[src/vsc_pkg.sv]
// Constants, encodings and carrier structs of the slicer configuration bank.
// Assumes a 32-bit AHB-Lite slave, each register in the low byte of one word.
// Function
// - One line type register per line 2..24; high nibble field 1, low field 2.
// - Type 0011 searches widescreen signalling with three-byte sync 1E3C1F.
// - Type 0101 decodes US captions on line 21 with sync 001.
// - Type 0110 passes a test-line video signal, no sync search.
// - Type 1111 is active video and the reset value of every line.
// - Type 1001 slices European time code with the programmable sync pattern.
// - Type 1010 slices US time code with the programmable sync pattern.
// - Type 1110 slices Japanese format switch with the programmable sync pattern.
// - Programmable sync pattern is eight bits, reset value 40H.
// - Horizontal offset is 11 bits, low byte plus 3-bit high part.
// - Vertical offset is 9 bits, low byte plus one bit, at most 312.
// - Field invert bit 7 inverts the internal field indicator.
// - Remap bit 6 turns data bytes 00H into 03H and FFH into FCH.
// - Reference select 0 takes field and vblank from table, 1 from decoder.
// - Header identifier 00 0000 frames output with ancillary headers.
// - Header identifier 3EH selects SAV/EAV framing, paired with reference 1.
// - Header identifier 3FH selects SAV/EAV framing, paired with reference 0.
// - Six-bit sliced payload identifier goes into headers, reset 00H.
// - Read-only status shows current line's data type code.
// - Status shows field bit, 0 for field 1, and 9-bit line number.
package vsc_pkg;
  localparam logic [6:0] IDX_LINE_FIRST = 7'h41;
  localparam logic [6:0] IDX_LINE_LAST  = 7'h57;
  localparam logic [6:0] IDX_SYNC       = 7'h58;
  localparam logic [6:0] IDX_SLICER_HORIZ_OFFSET       = 7'h59;
  localparam logic [6:0] IDX_SLICER_VERT_OFFSET       = 7'h5a;
  localparam logic [6:0] IDX_MSBS       = 7'h5b;
  localparam logic [6:0] IDX_HDR        = 7'h5d;
  localparam logic [6:0] IDX_SLICED_PAYLOAD_IDENT       = 7'h5e;
  localparam logic [6:0] IDX_STAT1      = 7'h61;
  localparam logic [6:0] IDX_STAT2      = 7'h62;
  localparam int         NUM_LINES      = 23;
  localparam logic [8:0] LINE_FIRST     = 9'h002;
  localparam logic [8:0] LINE_LAST      = 9'h018;
  localparam logic [8:0] SLICER_VERT_OFFSET_MAX       = 9'h138;
  localparam int         FINV_BIT       = 7;
  localparam int         REMAP_BIT      = 6;
  localparam int         VMSB_BIT       = 4;
  localparam int         FV_REFERENCE_SELECT_BIT      = 7;
  localparam logic [7:0] RST_LINE       = 8'hff;
  localparam logic [7:0] RST_SYNC       = 8'h40;
  localparam logic [7:0] RST_SLICER_HORIZ_OFFSET       = 8'h47;
  localparam logic [7:0] RST_SLICER_VERT_OFFSET       = 8'h03;
  localparam logic [7:0] RST_MSBS       = 8'h03;
  localparam logic [7:0] RST_HDR        = 8'h00;
  localparam logic [7:0] RST_SLICED_PAYLOAD_IDENT       = 8'h00;
  localparam logic [5:0] DID_SAV_REF1   = 6'h3e;
  localparam logic [5:0] DID_SAV_REF0   = 6'h3f;
  localparam logic [7:0] BYTE_ZERO      = 8'h00;
  localparam logic [7:0] BYTE_ONES      = 8'hff;
  localparam logic [7:0] BYTE_ZERO_MAP  = 8'h03;
  localparam logic [7:0] BYTE_ONES_MAP  = 8'hfc;
  localparam logic [23:0] SYNC_TTX      = 24'h000027;
  localparam logic [23:0] SYNC_CC       = 24'h000001;
  localparam logic [23:0] SYNC_VPS      = 24'h009951;
  localparam logic [23:0] SYNC_WSS      = 24'h1e3c1f;
  localparam logic [4:0] BITS_NONE      = 5'h00;
  localparam logic [4:0] BITS_CC        = 5'h03;
  localparam logic [4:0] BITS_BYTE      = 5'h08;
  localparam logic [4:0] BITS_VPS       = 5'h10;
  localparam logic [4:0] BITS_WSS       = 5'h18;
  typedef enum logic [3:0] {
    DT_TTX625 = 4'h0, DT_EU_CAPTION_TYPE = 4'h1, DT_VPS = 4'h2, DT_WSS = 4'h3,
    DT_TTX525 = 4'h4, DT_US_CAPTION_TYPE = 4'h5, DT_TEST = 4'h6, DT_RAW = 4'h7,
    DT_GTEXT = 4'h8, DT_TC625 = 4'h9, DT_TC525 = 4'ha, DT_RSVD = 4'hb,
    DT_US_BROADCAST_TEXT_TYPE = 4'hc, DT_JTEXT = 4'hd, DT_JFS = 4'he, DT_ACTIVE = 4'hf
  } vsc_dtype_t;
  typedef struct packed {
    logic [3:0]  data_type;
    logic [23:0] sync_pattern;
    logic [4:0]  sync_bits;
    logic        sync_search;
    logic        pass_video;
    logic        field_out;
    logic        vblank_out;
    logic        sav_eav_mode;
    logic [5:0]  header_ident;
    logic [5:0]  payload_ident;
    logic [10:0] horiz_offset;
    logic [8:0]  vert_offset;
  } vsc_slice_cfg_t;
endpackage : vsc_pkg

[src/vsc_slicer_config.sv]
// Slicer configuration bank with AHB-Lite slave and per-line type lookup.
// Assumes line number, field and vblank flags and sliced bytes arrive on hclk.
//
// The AHB-Lite slave port was decided locally.
`timescale 1ns/10ps
module vsc_slicer_config (
  input  wire logic                  hclk,                // Bus and slicer clock
  input  wire logic                  hresetn,             // Async reset, low
  input  wire logic                  hsel,                // Slave select
  input  wire logic [9:0]            haddr,               // Byte address
  input  wire logic [1:0]            htrans,              // Transfer type
  input  wire logic                  hwrite,              // Write request
  input  wire logic [2:0]            hsize,               // Transfer size
  input  wire logic [31:0]           hwdata,              // Write data
  input  wire logic                  hready,              // Bus ready
  output logic                       hreadyout,           // Slave ready
  output logic                       hresp,               // Always OKAY
  output logic [31:0]                hrdata,              // Read data
  input  wire logic [8:0]            line_number,         // Line being sliced
  input  wire logic                  decoder_field_flag,  // Decoder field, 0 field 1
  input  wire logic                  decoder_vblank_flag, // Decoder vblank
  input  wire logic [7:0]            slice_byte,          // Raw sliced byte
  input  wire logic                  slice_byte_valid,    // Byte strobe
  output vsc_pkg::vsc_slice_cfg_t    slice_cfg,           // Per-line settings
  output logic [7:0]                 data_out,            // Recoded byte
  output logic                       data_out_valid       // Recoded byte strobe
);

  typedef struct packed {
    logic [vsc_pkg::NUM_LINES-1:0][7:0] lines;
    logic [7:0]                        sync;
    logic [7:0]                        slicer_horiz_offset_lo;
    logic [7:0]                        slicer_vert_offset_lo;
    logic [7:0]                        msbs;
    logic [7:0]                        hdr;
    logic [7:0]                        sliced_payload_ident;
    logic                              a_wr;
    logic [6:0]                        a_idx;
    logic [31:0]                       rdata;
    logic [8:0]                        cur_line;
    logic                              field_id_bit;
    vsc_pkg::vsc_slice_cfg_t           out;
    logic [7:0]                        data;
    logic                              data_vld;
  } vsc_state_t;

  vsc_state_t s;
  vsc_state_t next_s;

  // Sync pattern, fixed or the programmable sync byte, and its length in bits for a data type
  function automatic logic [28:0] vsc_sync(input logic [3:0] dt, input logic [7:0] prog);
    logic [28:0] r;
    r = {24'h000000, vsc_pkg::BITS_NONE};
    case (vsc_pkg::vsc_dtype_t'(dt))
      vsc_pkg::DT_TTX625, vsc_pkg::DT_TTX525: r = {vsc_pkg::SYNC_TTX, vsc_pkg::BITS_BYTE};
      vsc_pkg::DT_EU_CAPTION_TYPE, vsc_pkg::DT_US_CAPTION_TYPE:   r = {vsc_pkg::SYNC_CC, vsc_pkg::BITS_CC};
      vsc_pkg::DT_VPS:                        r = {vsc_pkg::SYNC_VPS, vsc_pkg::BITS_VPS};
      vsc_pkg::DT_WSS:                        r = {vsc_pkg::SYNC_WSS, vsc_pkg::BITS_WSS};
      vsc_pkg::DT_GTEXT, vsc_pkg::DT_TC625, vsc_pkg::DT_TC525,
      vsc_pkg::DT_JTEXT, vsc_pkg::DT_JFS:     r = {16'h0000, prog, vsc_pkg::BITS_BYTE};
      default:                                r = {24'h000000, vsc_pkg::BITS_NONE};
    endcase
    return r;
  endfunction : vsc_sync

  // Register readback, zero for unmapped indices
  function automatic logic [7:0] vsc_read(input logic [6:0] idx, input vsc_state_t st);
    logic [7:0] r;
    r = 8'h00;
    if (idx >= vsc_pkg::IDX_LINE_FIRST && idx <= vsc_pkg::IDX_LINE_LAST) begin
      r = st.lines[5'(idx - vsc_pkg::IDX_LINE_FIRST)];
    end else if (idx == vsc_pkg::IDX_SYNC) begin
      r = st.sync;
    end else if (idx == vsc_pkg::IDX_SLICER_HORIZ_OFFSET) begin
      r = st.slicer_horiz_offset_lo;
    end else if (idx == vsc_pkg::IDX_SLICER_VERT_OFFSET) begin
      r = st.slicer_vert_offset_lo;
    end else if (idx == vsc_pkg::IDX_MSBS) begin
      r = {st.msbs[7:6], 1'b0, st.msbs[4], 1'b0, st.msbs[2:0]};
    end else if (idx == vsc_pkg::IDX_HDR) begin
      r = {st.hdr[7], 1'b0, st.hdr[5:0]};
    end else if (idx == vsc_pkg::IDX_SLICED_PAYLOAD_IDENT) begin
      r = {2'b00, st.sliced_payload_ident[5:0]};
    end else if (idx == vsc_pkg::IDX_STAT1) begin
      r = {2'b00, st.field_id_bit, st.cur_line[8:4]};
    end else if (idx == vsc_pkg::IDX_STAT2) begin
      r = {st.cur_line[3:0], st.out.data_type};
    end
    return r;
  endfunction : vsc_read

  logic        field_eff;
  logic [3:0]  dt_next;
  logic [28:0] sync_next;
  logic [8:0]  slicer_vert_offset_raw;
  logic [4:0]  line_idx;

  always_comb begin
    next_s    = s;
    field_eff = decoder_field_flag ^ s.msbs[vsc_pkg::FINV_BIT];
    line_idx  = 5'(line_number - vsc_pkg::LINE_FIRST);
    dt_next   = vsc_pkg::DT_ACTIVE;
    sync_next = vsc_sync(dt_next, s.sync);
    slicer_vert_offset_raw  = {s.msbs[vsc_pkg::VMSB_BIT], s.slicer_vert_offset_lo};
    // Data phase write lands before the read mux sees the state
    if (s.a_wr) begin
      if (s.a_idx >= vsc_pkg::IDX_LINE_FIRST && s.a_idx <= vsc_pkg::IDX_LINE_LAST) begin
        next_s.lines[5'(s.a_idx - vsc_pkg::IDX_LINE_FIRST)] = hwdata[7:0];
      end else if (s.a_idx == vsc_pkg::IDX_SYNC) begin
        next_s.sync = hwdata[7:0];
      end else if (s.a_idx == vsc_pkg::IDX_SLICER_HORIZ_OFFSET) begin
        next_s.slicer_horiz_offset_lo = hwdata[7:0];
      end else if (s.a_idx == vsc_pkg::IDX_SLICER_VERT_OFFSET) begin
        next_s.slicer_vert_offset_lo = hwdata[7:0];
      end else if (s.a_idx == vsc_pkg::IDX_MSBS) begin
        next_s.msbs = hwdata[7:0];
      end else if (s.a_idx == vsc_pkg::IDX_HDR) begin
        next_s.hdr = hwdata[7:0];
      end else if (s.a_idx == vsc_pkg::IDX_SLICED_PAYLOAD_IDENT) begin
        next_s.sliced_payload_ident = hwdata[7:0];
      end
    end
    next_s.a_wr = 1'b0;
    if (hsel && hready && htrans[1]) begin
      next_s.a_wr  = hwrite && !haddr[9];
      next_s.a_idx = haddr[8:2];
      next_s.rdata = haddr[9] ? 32'h00000000 : {24'h000000, vsc_read(haddr[8:2], next_s)};
    end
    // Line type selection by field
    if (line_number >= vsc_pkg::LINE_FIRST && line_number <= vsc_pkg::LINE_LAST) begin
      dt_next = field_eff ? s.lines[line_idx][3:0] : s.lines[line_idx][7:4];
    end
    sync_next = vsc_sync(dt_next, s.sync);
    next_s.cur_line          = line_number;
    next_s.field_id_bit      = field_eff;
    next_s.out.data_type     = dt_next;
    next_s.out.sync_pattern  = sync_next[28:5];
    next_s.out.sync_bits     = sync_next[4:0];
    next_s.out.sync_search   = (sync_next[4:0] != vsc_pkg::BITS_NONE);
    next_s.out.pass_video    = (dt_next == vsc_pkg::DT_TEST) ||
                               (dt_next == vsc_pkg::DT_ACTIVE);
    if (s.hdr[vsc_pkg::FV_REFERENCE_SELECT_BIT]) begin
      next_s.out.field_out  = decoder_field_flag;
      next_s.out.vblank_out = decoder_vblank_flag;
    end else begin
      next_s.out.field_out  = field_eff;
      next_s.out.vblank_out = (dt_next != vsc_pkg::DT_ACTIVE);
    end
    next_s.out.header_ident  = s.hdr[5:0];
    next_s.out.sav_eav_mode  = (s.hdr[5:0] == vsc_pkg::DID_SAV_REF1) ||
                               (s.hdr[5:0] == vsc_pkg::DID_SAV_REF0);
    next_s.out.payload_ident = s.sliced_payload_ident[5:0];
    next_s.out.horiz_offset  = {s.msbs[2:0], s.slicer_horiz_offset_lo};
    next_s.out.vert_offset   = (slicer_vert_offset_raw > vsc_pkg::SLICER_VERT_OFFSET_MAX) ? vsc_pkg::SLICER_VERT_OFFSET_MAX
                                                              : slicer_vert_offset_raw;
    // Byte recoding
    next_s.data_vld = slice_byte_valid;
    if (slice_byte_valid) begin
      next_s.data = slice_byte;
      if (s.msbs[vsc_pkg::REMAP_BIT] && slice_byte == vsc_pkg::BYTE_ZERO) begin
        next_s.data = vsc_pkg::BYTE_ZERO_MAP;
      end else if (s.msbs[vsc_pkg::REMAP_BIT] && slice_byte == vsc_pkg::BYTE_ONES) begin
        next_s.data = vsc_pkg::BYTE_ONES_MAP;
      end
    end
  end

  always_ff @(posedge hclk or negedge hresetn) begin
    if (!hresetn) begin
      s       <= '0;
      s.lines <= {vsc_pkg::NUM_LINES{vsc_pkg::RST_LINE}};
      s.sync  <= vsc_pkg::RST_SYNC;
      s.slicer_horiz_offset_lo <= vsc_pkg::RST_SLICER_HORIZ_OFFSET;
      s.slicer_vert_offset_lo <= vsc_pkg::RST_SLICER_VERT_OFFSET;
      s.msbs  <= vsc_pkg::RST_MSBS;
      s.hdr   <= vsc_pkg::RST_HDR;
      s.sliced_payload_ident  <= vsc_pkg::RST_SLICED_PAYLOAD_IDENT;
      s.out.data_type <= vsc_pkg::DT_ACTIVE;
    end else begin
      s <= next_s;
    end
  end

  assign hreadyout      = 1'b1;
  assign hresp          = 1'b0;
  assign hrdata         = s.rdata;
  assign slice_cfg      = s.out;
  assign data_out       = s.data;
  assign data_out_valid = s.data_vld;

  property p_wss_sync;
    @(posedge hclk) disable iff (!hresetn)
    s.out.data_type == vsc_pkg::DT_WSS |->
      s.out.sync_pattern == vsc_pkg::SYNC_WSS && s.out.sync_bits == vsc_pkg::BITS_WSS;
  endproperty
  a_wss_sync: assert property (p_wss_sync) else $error("wss sync wrong");

  property p_cc_sync;
    @(posedge hclk) disable iff (!hresetn)
    s.out.data_type == vsc_pkg::DT_US_CAPTION_TYPE |->
      s.out.sync_pattern == vsc_pkg::SYNC_CC && s.out.sync_bits == vsc_pkg::BITS_CC;
  endproperty
  a_cc_sync: assert property (p_cc_sync) else $error("caption sync wrong");

  property p_test_pass;
    @(posedge hclk) disable iff (!hresetn)
    s.out.data_type == vsc_pkg::DT_TEST |-> s.out.pass_video && !s.out.sync_search;
  endproperty
  a_test_pass: assert property (p_test_pass) else $error("test line searched");

  property p_out_range;
    @(posedge hclk) disable iff (!hresetn)
    (line_number < vsc_pkg::LINE_FIRST || line_number > vsc_pkg::LINE_LAST) |=>
      s.out.data_type == vsc_pkg::DT_ACTIVE && s.out.pass_video;
  endproperty
  a_out_range: assert property (p_out_range) else $error("outside line not active");

  property p_prog_sync;
    @(posedge hclk) disable iff (!hresetn)
    (s.out.data_type == vsc_pkg::DT_TC625 || s.out.data_type == vsc_pkg::DT_TC525 ||
     s.out.data_type == vsc_pkg::DT_JFS) |-> s.out.sync_pattern[7:0] == $past(s.sync);
  endproperty
  a_prog_sync: assert property (p_prog_sync) else $error("prog sync not used");

  property p_line21_f1;
    @(posedge hclk) disable iff (!hresetn)
    (line_number == 9'h015 && !field_eff) |=> s.out.data_type == $past(s.lines[19][7:4]);
  endproperty
  a_line21_f1: assert property (p_line21_f1) else $error("field 1 nibble wrong");

  property p_line21_f2;
    @(posedge hclk) disable iff (!hresetn)
    (line_number == 9'h015 && field_eff) |=> s.out.data_type == $past(s.lines[19][3:0]);
  endproperty
  a_line21_f2: assert property (p_line21_f2) else $error("field 2 nibble wrong");

  property p_remap_ff;
    @(posedge hclk) disable iff (!hresetn)
    slice_byte_valid && s.msbs[vsc_pkg::REMAP_BIT] && slice_byte == vsc_pkg::BYTE_ONES |=>
      data_out_valid && data_out == vsc_pkg::BYTE_ONES_MAP;
  endproperty
  a_remap_ff: assert property (p_remap_ff) else $error("ff not recoded");

  property p_no_remap;
    @(posedge hclk) disable iff (!hresetn)
    slice_byte_valid && !s.msbs[vsc_pkg::REMAP_BIT] |=> data_out == $past(slice_byte);
  endproperty
  a_no_remap: assert property (p_no_remap) else $error("byte altered");

  property p_vclamp;
    @(posedge hclk) disable iff (!hresetn)
    s.out.vert_offset <= vsc_pkg::SLICER_VERT_OFFSET_MAX;
  endproperty
  a_vclamp: assert property (p_vclamp) else $error("vertical offset over max");

  property p_fv_reference_select;
    @(posedge hclk) disable iff (!hresetn)
    s.hdr[vsc_pkg::FV_REFERENCE_SELECT_BIT] |=> s.out.field_out == $past(decoder_field_flag) &&
                                  s.out.vblank_out == $past(decoder_vblank_flag);
  endproperty
  a_fv_reference_select: assert property (p_fv_reference_select) else $error("fv not from decoder");

  property p_sav_mode;
    @(posedge hclk) disable iff (!hresetn)
    s.hdr[5:0] == vsc_pkg::DID_SAV_REF1 ##1 s.hdr[5:0] == vsc_pkg::DID_SAV_REF1 |->
      s.out.sav_eav_mode;
  endproperty
  a_sav_mode: assert property (p_sav_mode) else $error("sav mode missing");

  c_wss: cover property (@(posedge hclk) disable iff (!hresetn)
    s.out.data_type == vsc_pkg::DT_WSS);
  c_remap: cover property (@(posedge hclk) disable iff (!hresetn)
    data_out_valid && data_out == vsc_pkg::BYTE_ZERO_MAP);
  c_rd_stat: cover property (@(posedge hclk) disable iff (!hresetn)
    hsel && hready && htrans[1] && !hwrite && haddr[8:2] == vsc_pkg::IDX_STAT2);

endmodule : vsc_slicer_config

[config.mk]
export PLATFORM = sky130hd
export DESIGN_NAME = vsc_slicer_config
export DESIGN_NICKNAME = d
export VERILOG_FILES = /design/src/vsc_pkg.sv /design/src/vsc_slicer_config.sv
export SDC_FILE = /design/constraint.sdc
export NUM_CORES = 1
export LEC_CHECK = 0
export BUFFER_PORTS_ARGS = -buffer_cell sky130_fd_sc_hd__buf_2
export CORE_MARGIN = 3
export CORE_UTILIZATION = 40
export DETAILED_ROUTE_END_ITERATION = 7
export SETUP_SLACK_MARGIN = 0.3
export SLEW_MARGIN = 25
export SYNTH_ARGS = -nofsm -noshare
export SYNTH_HDL_FRONTEND = slang
export SYNTH_SLANG_ARGS = --single-unit
[constraint.sdc]
create_clock -name hclk -period 5.2 [get_ports hclk]
set_input_delay 1.04 -clock hclk [delete_from_list [all_inputs] [get_ports hclk]]
set_output_delay 1.04 -clock hclk [all_outputs]
set_load 0.005 [all_outputs]
==> impl_results.md, run 1 <==
- Hold_buf cts: 0
- Initial Utilization: between 40 and 50%
- Top cells by count, synth: 210 x mux2_2, 197 x dfstp_2, 119 x dfrtp_1
- Most common cell in the netlist: mux2_2
- DR vias: 13300
- Pre-antenna DRT Iters: 5
- CP endpoint kind: register
- Via density: between 6 and 7
- Hold depth: 0
- Critical R2R Capture: hrdata[1]
- Area share of the largest cell type after synthesis: 28.9%
- Synth cell types: 90
- Global route overflow: 0
- Synth warn: 0
- Mapped Area: 17900 sq um
- Row Count: 76
- DRC Markers: 0
- CTS Buf Count: 37
- Crit path cell chain: nand2b_1, or3_1, nor2_1, buf_4, mux2_2, mux4_2, or2_2, a311oi_1, a22oi_1
- Final setup viols: 0
- Die area: 47300 sq um
- Mean Syn Cell Area: 11.2 sq um
- Period utilization: 76.4%
- Synth Flop Type: dfstp_2
- Hold Vio Cnt, Final: 0
- Setup TNS: 0 ns
- WL final: about 56 mm
- Layout cells sized above 1: 43.5%
- Cells after Synth: 1593
- TritonCTS clock tree: done
- RSZ-0062 raised after global routing: false
- Antenna Cells: 0
- Setup Buffers After CTS: 0
- Die H: 217 microns
- Register area share after synthesis: 45.6%
- Least-Margin Pin Slew: 0.923 ns
- Worst setup SP type: register
- Max-cap viol count: 0
- IO Pins: 185
- Routed met2 length: 25.7 mm
- Layout Skew: ~0.016 ns
- Root Buffer: clkbuf_16
- Gr usage total: 23.2%
- Met1 Wirelength: approximately 23 mm
- Pins Over Slew Limit: 0
- Dpl cells: 2155
- Detail Route Antenna Nets: 0
- Initial antenna violation count: 1
- Worst r2r src: s[125]
- Slew headroom: 38.0%
- Dpl hpwl: 39.0 mm
- CTS-repair resized insts: 0
- EDFF count, synth: 0
- Die width: 217 microns
- Leading area contributor after synthesis: dfstp_2
- Global-route wire length before repair: 83.9 mm
- PD cells: 312 nW/um^2
- Max Clock Freq: 252 MHz
- # nets final: 1688
- Max IR drop VDD: approximately 0.00021 V
- Crit-path max cell delay: 0.70 ns
- Synth top area cells: dfstp_2 29%, dfrtp_1 17%, mux2_2 13%
- Area of the multi-input gates: between 8000 and 9000 sq um
- Gpl congestion: ~0.93
- Fillers: between 4000 and 5000
- Top sig layer: met4
- Crit-path max FO: 13
- Seq. cell area: about 8200 sq um
- Status: completed
- Core Region: 43600 sq um
- PortBufs: 121
- Reg clk slew, reported paths: ~0.07 ns
- Clock Sinks: 316
- Worst Hold Class: register to register
- Setup CP Type: register to register
- Register bit count reported by yosys: ~320
- Req. time, crit path: 5.58 ns
- Vias in the first global route: 13200
- Layout Utilization: 45.1%
- Avg WL per Cell: 25.1 microns
- Max H-tree Level: 2
- Number of cells on the worst reg-to-reg path: 9
- Area Overhead vs Synth: 10.1%
- R2R Setup Slk: 1.23 ns
- Minimum clock period: 3.97 ns
- Hold_ws: between 0.3 and 0.4 ns
- Largest net degree at the start of global routing: 102
- Post-Layout Cell Count: 2218
- WL met3: 4.13 mm
- Max stage delay cell, worst path: or3_1
- Critical Path AT: 4.35 ns
- Hold endpoint: slice_cfg[20]
- Skew-Pair Late Insertion Delay: 0.55 ns
- LEAKAGE: 8.33 nW
- Worst hold start: next_s[29]
- Deepest clock path buffer count: 3
- Post-synth ARST share: 100%
- Final Power: 0.00615 W
- Initial drt markers: between 1000 and 1500
through the flow:
stage                     cell area (sq um)  setup WS (ns)
after CTS                             19700           1.28
after global placement                18400          0.875
after floorplan                       18000           1.16
final                                 19700           1.23
after detailed placement              18400          0.821
after global routing                  19700           1.08
cells in the final DEF (no fill, tap or decap), types with 7 or more instances in the layout:
master / Yosys / routed
mux2_2: 210 / 210
dfstp_2: 197 / 197
buf_2: 23 / 120
dfrtp_1: 119 / 119
o21ai_0: 86 / 86
nand2_1: 85 / 85
nor2_1: 75 / 75
buf_4: 114 / 48
nand3_1: 45 / 45
mux2i_1: 42 / 42
clkbuf_16: 0 / 38
nor3_1: 37 / 37
mux4_2: 35 / 35
a21oi_1: 33 / 33
conb_1: 2 / 33
inv_1: 29 / 29
a22oi_1: 21 / 21
o32ai_1: 19 / 19
and2_1: 16 / 16
o22ai_1: 16 / 16
nand2b_1: 15 / 15
o211ai_1: 15 / 15
nor2b_1: 14 / 14
or3_1: 13 / 13
a31oi_1: 12 / 12
or2_2: 12 / 12
o221ai_1: 12 / 12
o31ai_1: 11 / 11
nand4_1: 10 / 10
and3_1: 10 / 10
a221oi_1: 10 / 10
o32a_1: 9 / 9
nor3_2: 8 / 8
a211oi_1: 7 / 7
how the worst max path moves through the flow:
stage / endpoint / cells after the start / slack (ns) / from
floorplan: hrdata[7] / 14 / 1.16 / haddr[2]
global placement: slice_cfg[44] / 11 / 0.87 / line_number[1]
finish: hrdata[1] / 9 / 1.23 / s[125]
global route: hrdata[1] / 9 / 1.08 / s[125]
detailed placement: slice_cfg[43] / 11 / 0.82 / line_number[1]
CTS: hrdata[1] / 9 / 1.28 / s[125]
cells by family after synthesis:
| kind of cell | count (synthesis) | synth area share [%] |
|---|---|---|
| compound gates | 323 | 12.7 |
| xor+xnor | 14 | 0.790 |
| fa+ha+maj | 7 | 0.489 |
| buf+inv | 254 | 8.25 |
| flops | 316 | 45.6 |
| mux | 292 | 20.7 |
| other cells | 2 | 0.0420 |
| simple gates | 385 | 11.4 |
metal layers:
layer / vias to the layer above / GRT usage (%)
li1: 5810 / -
met1: 6799 / 31.1
met2: 607 / 37.1
met3: 127 / 3.61
met4: 0 / 10.5
met5: - / 0
flip-flops by register name, summed over array words and instances (netlist names):
name / flops
hrdata: 8
next_s: 23
data_out: 8
data_out_valid: 1
slice_cfg: 54
s: 222
area by class of cell:
class / count / area share (%)
clock buffers: 48 / 5.22
clock inverters: 15 / 1.28
inverters: 29 / 0.553
multi-input cells: 1054 / 42.7
flip-flops and latches: 316 / 41.4
well taps: 585 / 3.72
repair buffers: 171 / 5.16
worst max-delay path, delay by kind of cell, from the launching register on:
| family | cells | cell delay (ns) |
|---|---|---|
| DFF | 1 | 0.59 |
| muxes | 2 | 0.90 |
| and+or+nand+nor | 4 | 1.57 |
| AOI/OAI and AO/OA | 2 | 0.47 |
| buffers and inverters | 1 | 0.25 |
power by group:
part | switching (W) | internal (W)
clock | 0.00106 | 0.00170
sequential | 0.0000699 | 0.00256
combinational | 0.000507 | 0.000257
total | 0.00164 | 0.00451
No activity file was read; power rests on OpenSTA's default activity.
==> inputs of run 2 (changes only) <==
ABC_AREA = 1   (was not set)
clock period = 3.5 ns   (was 5.2 ns; I/O delays follow)
==> impl_results.md, run 2 <==
- Status: completed
- Worst Hold Class: input pin to asynchronous set/reset pin
- CP endpoint kind: register
- Synth Flop Type: dfstp_2
- Crit path cell chain: nor2_2, nand3_4, nand3_2, nor2_4, nand2_2, nand2_1, nand3_1, nand3_1, nand3_1, nand3_1, nand3_1, nand2_1, nand2_1, nand2_1
- Minimum clock period: 3.02 ns (-0.955 ns)
- Detail Route Antenna Nets: 0 (unchanged)
- Vias in the first global route: 16300 (+23%)
- Worst setup SP type: register
- Area share of the largest cell type after synthesis: 27.5% (-1.4 points)
- Max H-tree Level: 2 (unchanged)
- Final Power: 0.00924 W (+50%)
- Via density: 5.49 (-8.8%)
- Dpl hpwl: 41.2 mm (+5.5%)
- Critical R2R Capture: hrdata[7]
- Leading area contributor after synthesis: dfstp_2
- DR vias: 17200 (+29%)
- Initial Utilization: 41.0% (about the same)
- P_int: 0.00649 W (+44%)
- CP top delay family: simple AND/OR/NAND/NOR gates
- NetSw: 0.00274 W (+67%)
- Largest net degree at the start of global routing: 100 (-2.0%)
- PortBufs: 121 (unchanged)
- Layout Skew: 0.0154 ns (-0.000925 ns)
- Synth warn: 0 (unchanged)
- R2R Setup Slk: 0.48 ns (-0.75 ns)
- Clock power share: 42.3% (-2.6 points)
- Crit-path max FO: 13 (unchanged)
- Layout cells sized above 1: 21.0% (-22 points)
- Hold Vio Cnt, Final: 0 (unchanged)
- Clock Sinks: 316 (unchanged)
- Critical Path AT: 3.52 ns (-0.83 ns)
- Final setup viols: 0 (unchanged)
- Deepest clock path buffer count: 3 (unchanged)
- Period utilization: 86.3% (+9.8 points)
- Core Region: 46000 sq um (+5.3%)
- Register bit count reported by yosys: 316 (unchanged)
- Pre-antenna DRT Iters: 6 (+1)
- Reg power frac: 42.4% (-0.3 points)
- WP buf/inv: 0 (-1)
- IO Pins: 185 (unchanged)
- EDFF count, synth: 0 (unchanged)
- CTS Buf Count: 38 (+2.7%)
- PD cells: 446 nW/um^2 (+43%)
- Root Buffer: clkbuf_16
- # nets final: 2580 (+53%)
- LEAKAGE: 9.80 nW (+18%)
- TritonCTS clock tree: done
- Die area: 49700 sq um (+5.1%)
- Skew-Pair Late Insertion Delay: 0.57 ns (+0.02 ns)
- Logic pwr share: 15.3% (+2.9 points)
- Most flops, register: s
- Layout Utilization: 45.0% (-0.11 points)
- Crit-path max cell delay: 0.64 ns (-0.06 ns)
- Reg clk slew, reported paths: 0.06 ns (about the same)
- Mapped Area: 18800 sq um (+5.2%)
- Least-Margin Pin Slew: 0.944 ns (+0.0213 ns)
- RSZ-0062 raised after global routing: false
- Max-cap viol count: 0 (unchanged)
- Area Overhead vs Synth: 9.95%
- Slew headroom: 37.0% (-1.0 points)
- Global-route wire length before repair: 95.3 mm (+14%)
- Synth top area cells: dfstp_2 27%, dfrtp_1 16%, nand2_1 13%
- DRC Markers: 0 (unchanged)
- Max Clock Freq: 331 MHz (+32%)
- Row Count: 78 (+2.6%)
- Cells after Synth: 2484 (+56%)
- Avg WL per Cell: 19.7 microns (-22%)
- Synth cell types: 47 (-48%)
- Initial drt markers: 1893 (+56%)
- WL final: 61.7 mm (+11%)
- Mean Syn Cell Area: 7.58 sq um (-33%)
- Antenna Cells: 0 (unchanged)
- Pins Over Slew Limit: 0 (unchanged)
- Max FFs per register: 222 (unchanged)
- Most common cell in the netlist: nand2_1
- Die width: 223 microns (+2.5%)
- Setup CP Type: register to register
- Initial antenna violation count: 0 (-1)
- Sw Share: 29.7% (+3.0 points)
- Post-synth ARST share: 100% (unchanged)
- Register area share after synthesis: 43.3% (-2.3 points)
- Gpl congestion: 1.01 (+8.5%)
- Max IR drop VDD: 0.000431 V (+110%)
- Number of cells on the worst reg-to-reg path: 14 (+5)
- Die H: 223 microns (+2.5%)
- Max stage delay cell, worst path: dfrtp_1
- Top cells by count, synth: 629 x nand2_1, 429 x nand3_1, 231 x inv_1
- Gr usage total: 24.3% (+1.2 points)
- Post-place setup slack: 0.129 ns (-0.692 ns)
- Top cell by count, worst path: nand3_1
- Global route overflow: 0 (unchanged)
- Post-route setup slack: 0.481 ns (-0.745 ns)
- Commonest non-fill, non-tap cells in the layout: 627 x nand2_1, 429 x nand3_1, 231 x inv_1
- Setup TNS: 0 ns (unchanged)
- Req. time, crit path: 4.00 ns (-1.58 ns)
- Commonest non-fill, non-tap cell in the layout: nand2_1
- Hold_buf cts: 0 (unchanged)
- Worst r2r src: s[125]
run 2: cell count changes after synthesis, sizes merged, moves of 38 or more:
cell	previous run	this run
mux2	210	0
and2	17	91
nor2	78	116
nand2	85	646
mux4	40	0
mux2i	42	0
inv	29	249
o21ai	88	181
nand3	45	442
run 2: logic make-up (layout without fill, tap and decap cells):
logic type	after synthesis	after routing	share of synthesized area, %
adders and majority gates	7	7	0.465
buffers and inverters	488	502	12.8
and+or+nand+nor	1349	1349	33.5
DFF	316	316	43.3
AOI/OAI and AO/OA	316	316	9.53
other	2	33	0.0399
xor gates and xnor gates	6	6	0.319
run 2: how the worst max path moves through the flow:
stage	end	startpoint	cells after the start
after global routing	hrdata[0]	s[122]	15
after global placement	slice_cfg[49]	line_number[1]	16
after detailed placement	slice_cfg[49]	line_number[1]	16
final	hrdata[7]	s[125]	14
after floorplan	slice_cfg[40]	line_number[1]	14
after CTS	hrdata[6]	s[125]	16
run 2: cell type report:
| cell class | instances | area (sq um) |
|---|---|---|
| tap | 600 | 751 |
| timing repair buffer | 181 | 1230 |
| sequential | 316 | 8150 |
| inverter | 253 | 951 |
| clock inverter | 12 | 121 |
| fill | 4543 | 25300 |
| clock buffer | 56 | 1100 |
| multi-input combinational | 1711 | 8390 |
run 2: what timing repair did:
action,4_1_cts,5_1_grt
setup endpoints to repair,0,7
setup buffers,0,0
gates resized for setup,0,4
run 2: power groups by stage:
stage          registers [W]  logic [W]  clock network, W
3_5_place_dp         0.00397    0.00138                 0
5_1_grt              0.00393    0.00153           0.00413
6_report             0.00391    0.00141           0.00391
3_3_place_gp         0.00396    0.00137                 0
2_1_floorplan        0.00393   0.000943                 0
4_1_cts              0.00391    0.00139           0.00399
run 2: per-stage QoR:
step                      cells  instance area [sq um]  hold slack [ns]
final                      3129                  20700            0.185
after global routing       3129                  20700            0.229
after CTS                  3129                  20700            0.203
after detailed placement   3061                  19500            0.364
after global placement     3061                  19500            0.361
after floorplan            2515                  18900            0.354
run 2: layer usage:
layer / up-vias / wire length [microns] / GRT usage (%)
li1: 7981 / - / -
met1: 8290 / 26500 / 33.6
met2: 774 / 27900 / 38.1
met3: 122 / 5070 / 4.12
met4: 0 / 2200 / 9.52
met5: - / 0 / 0
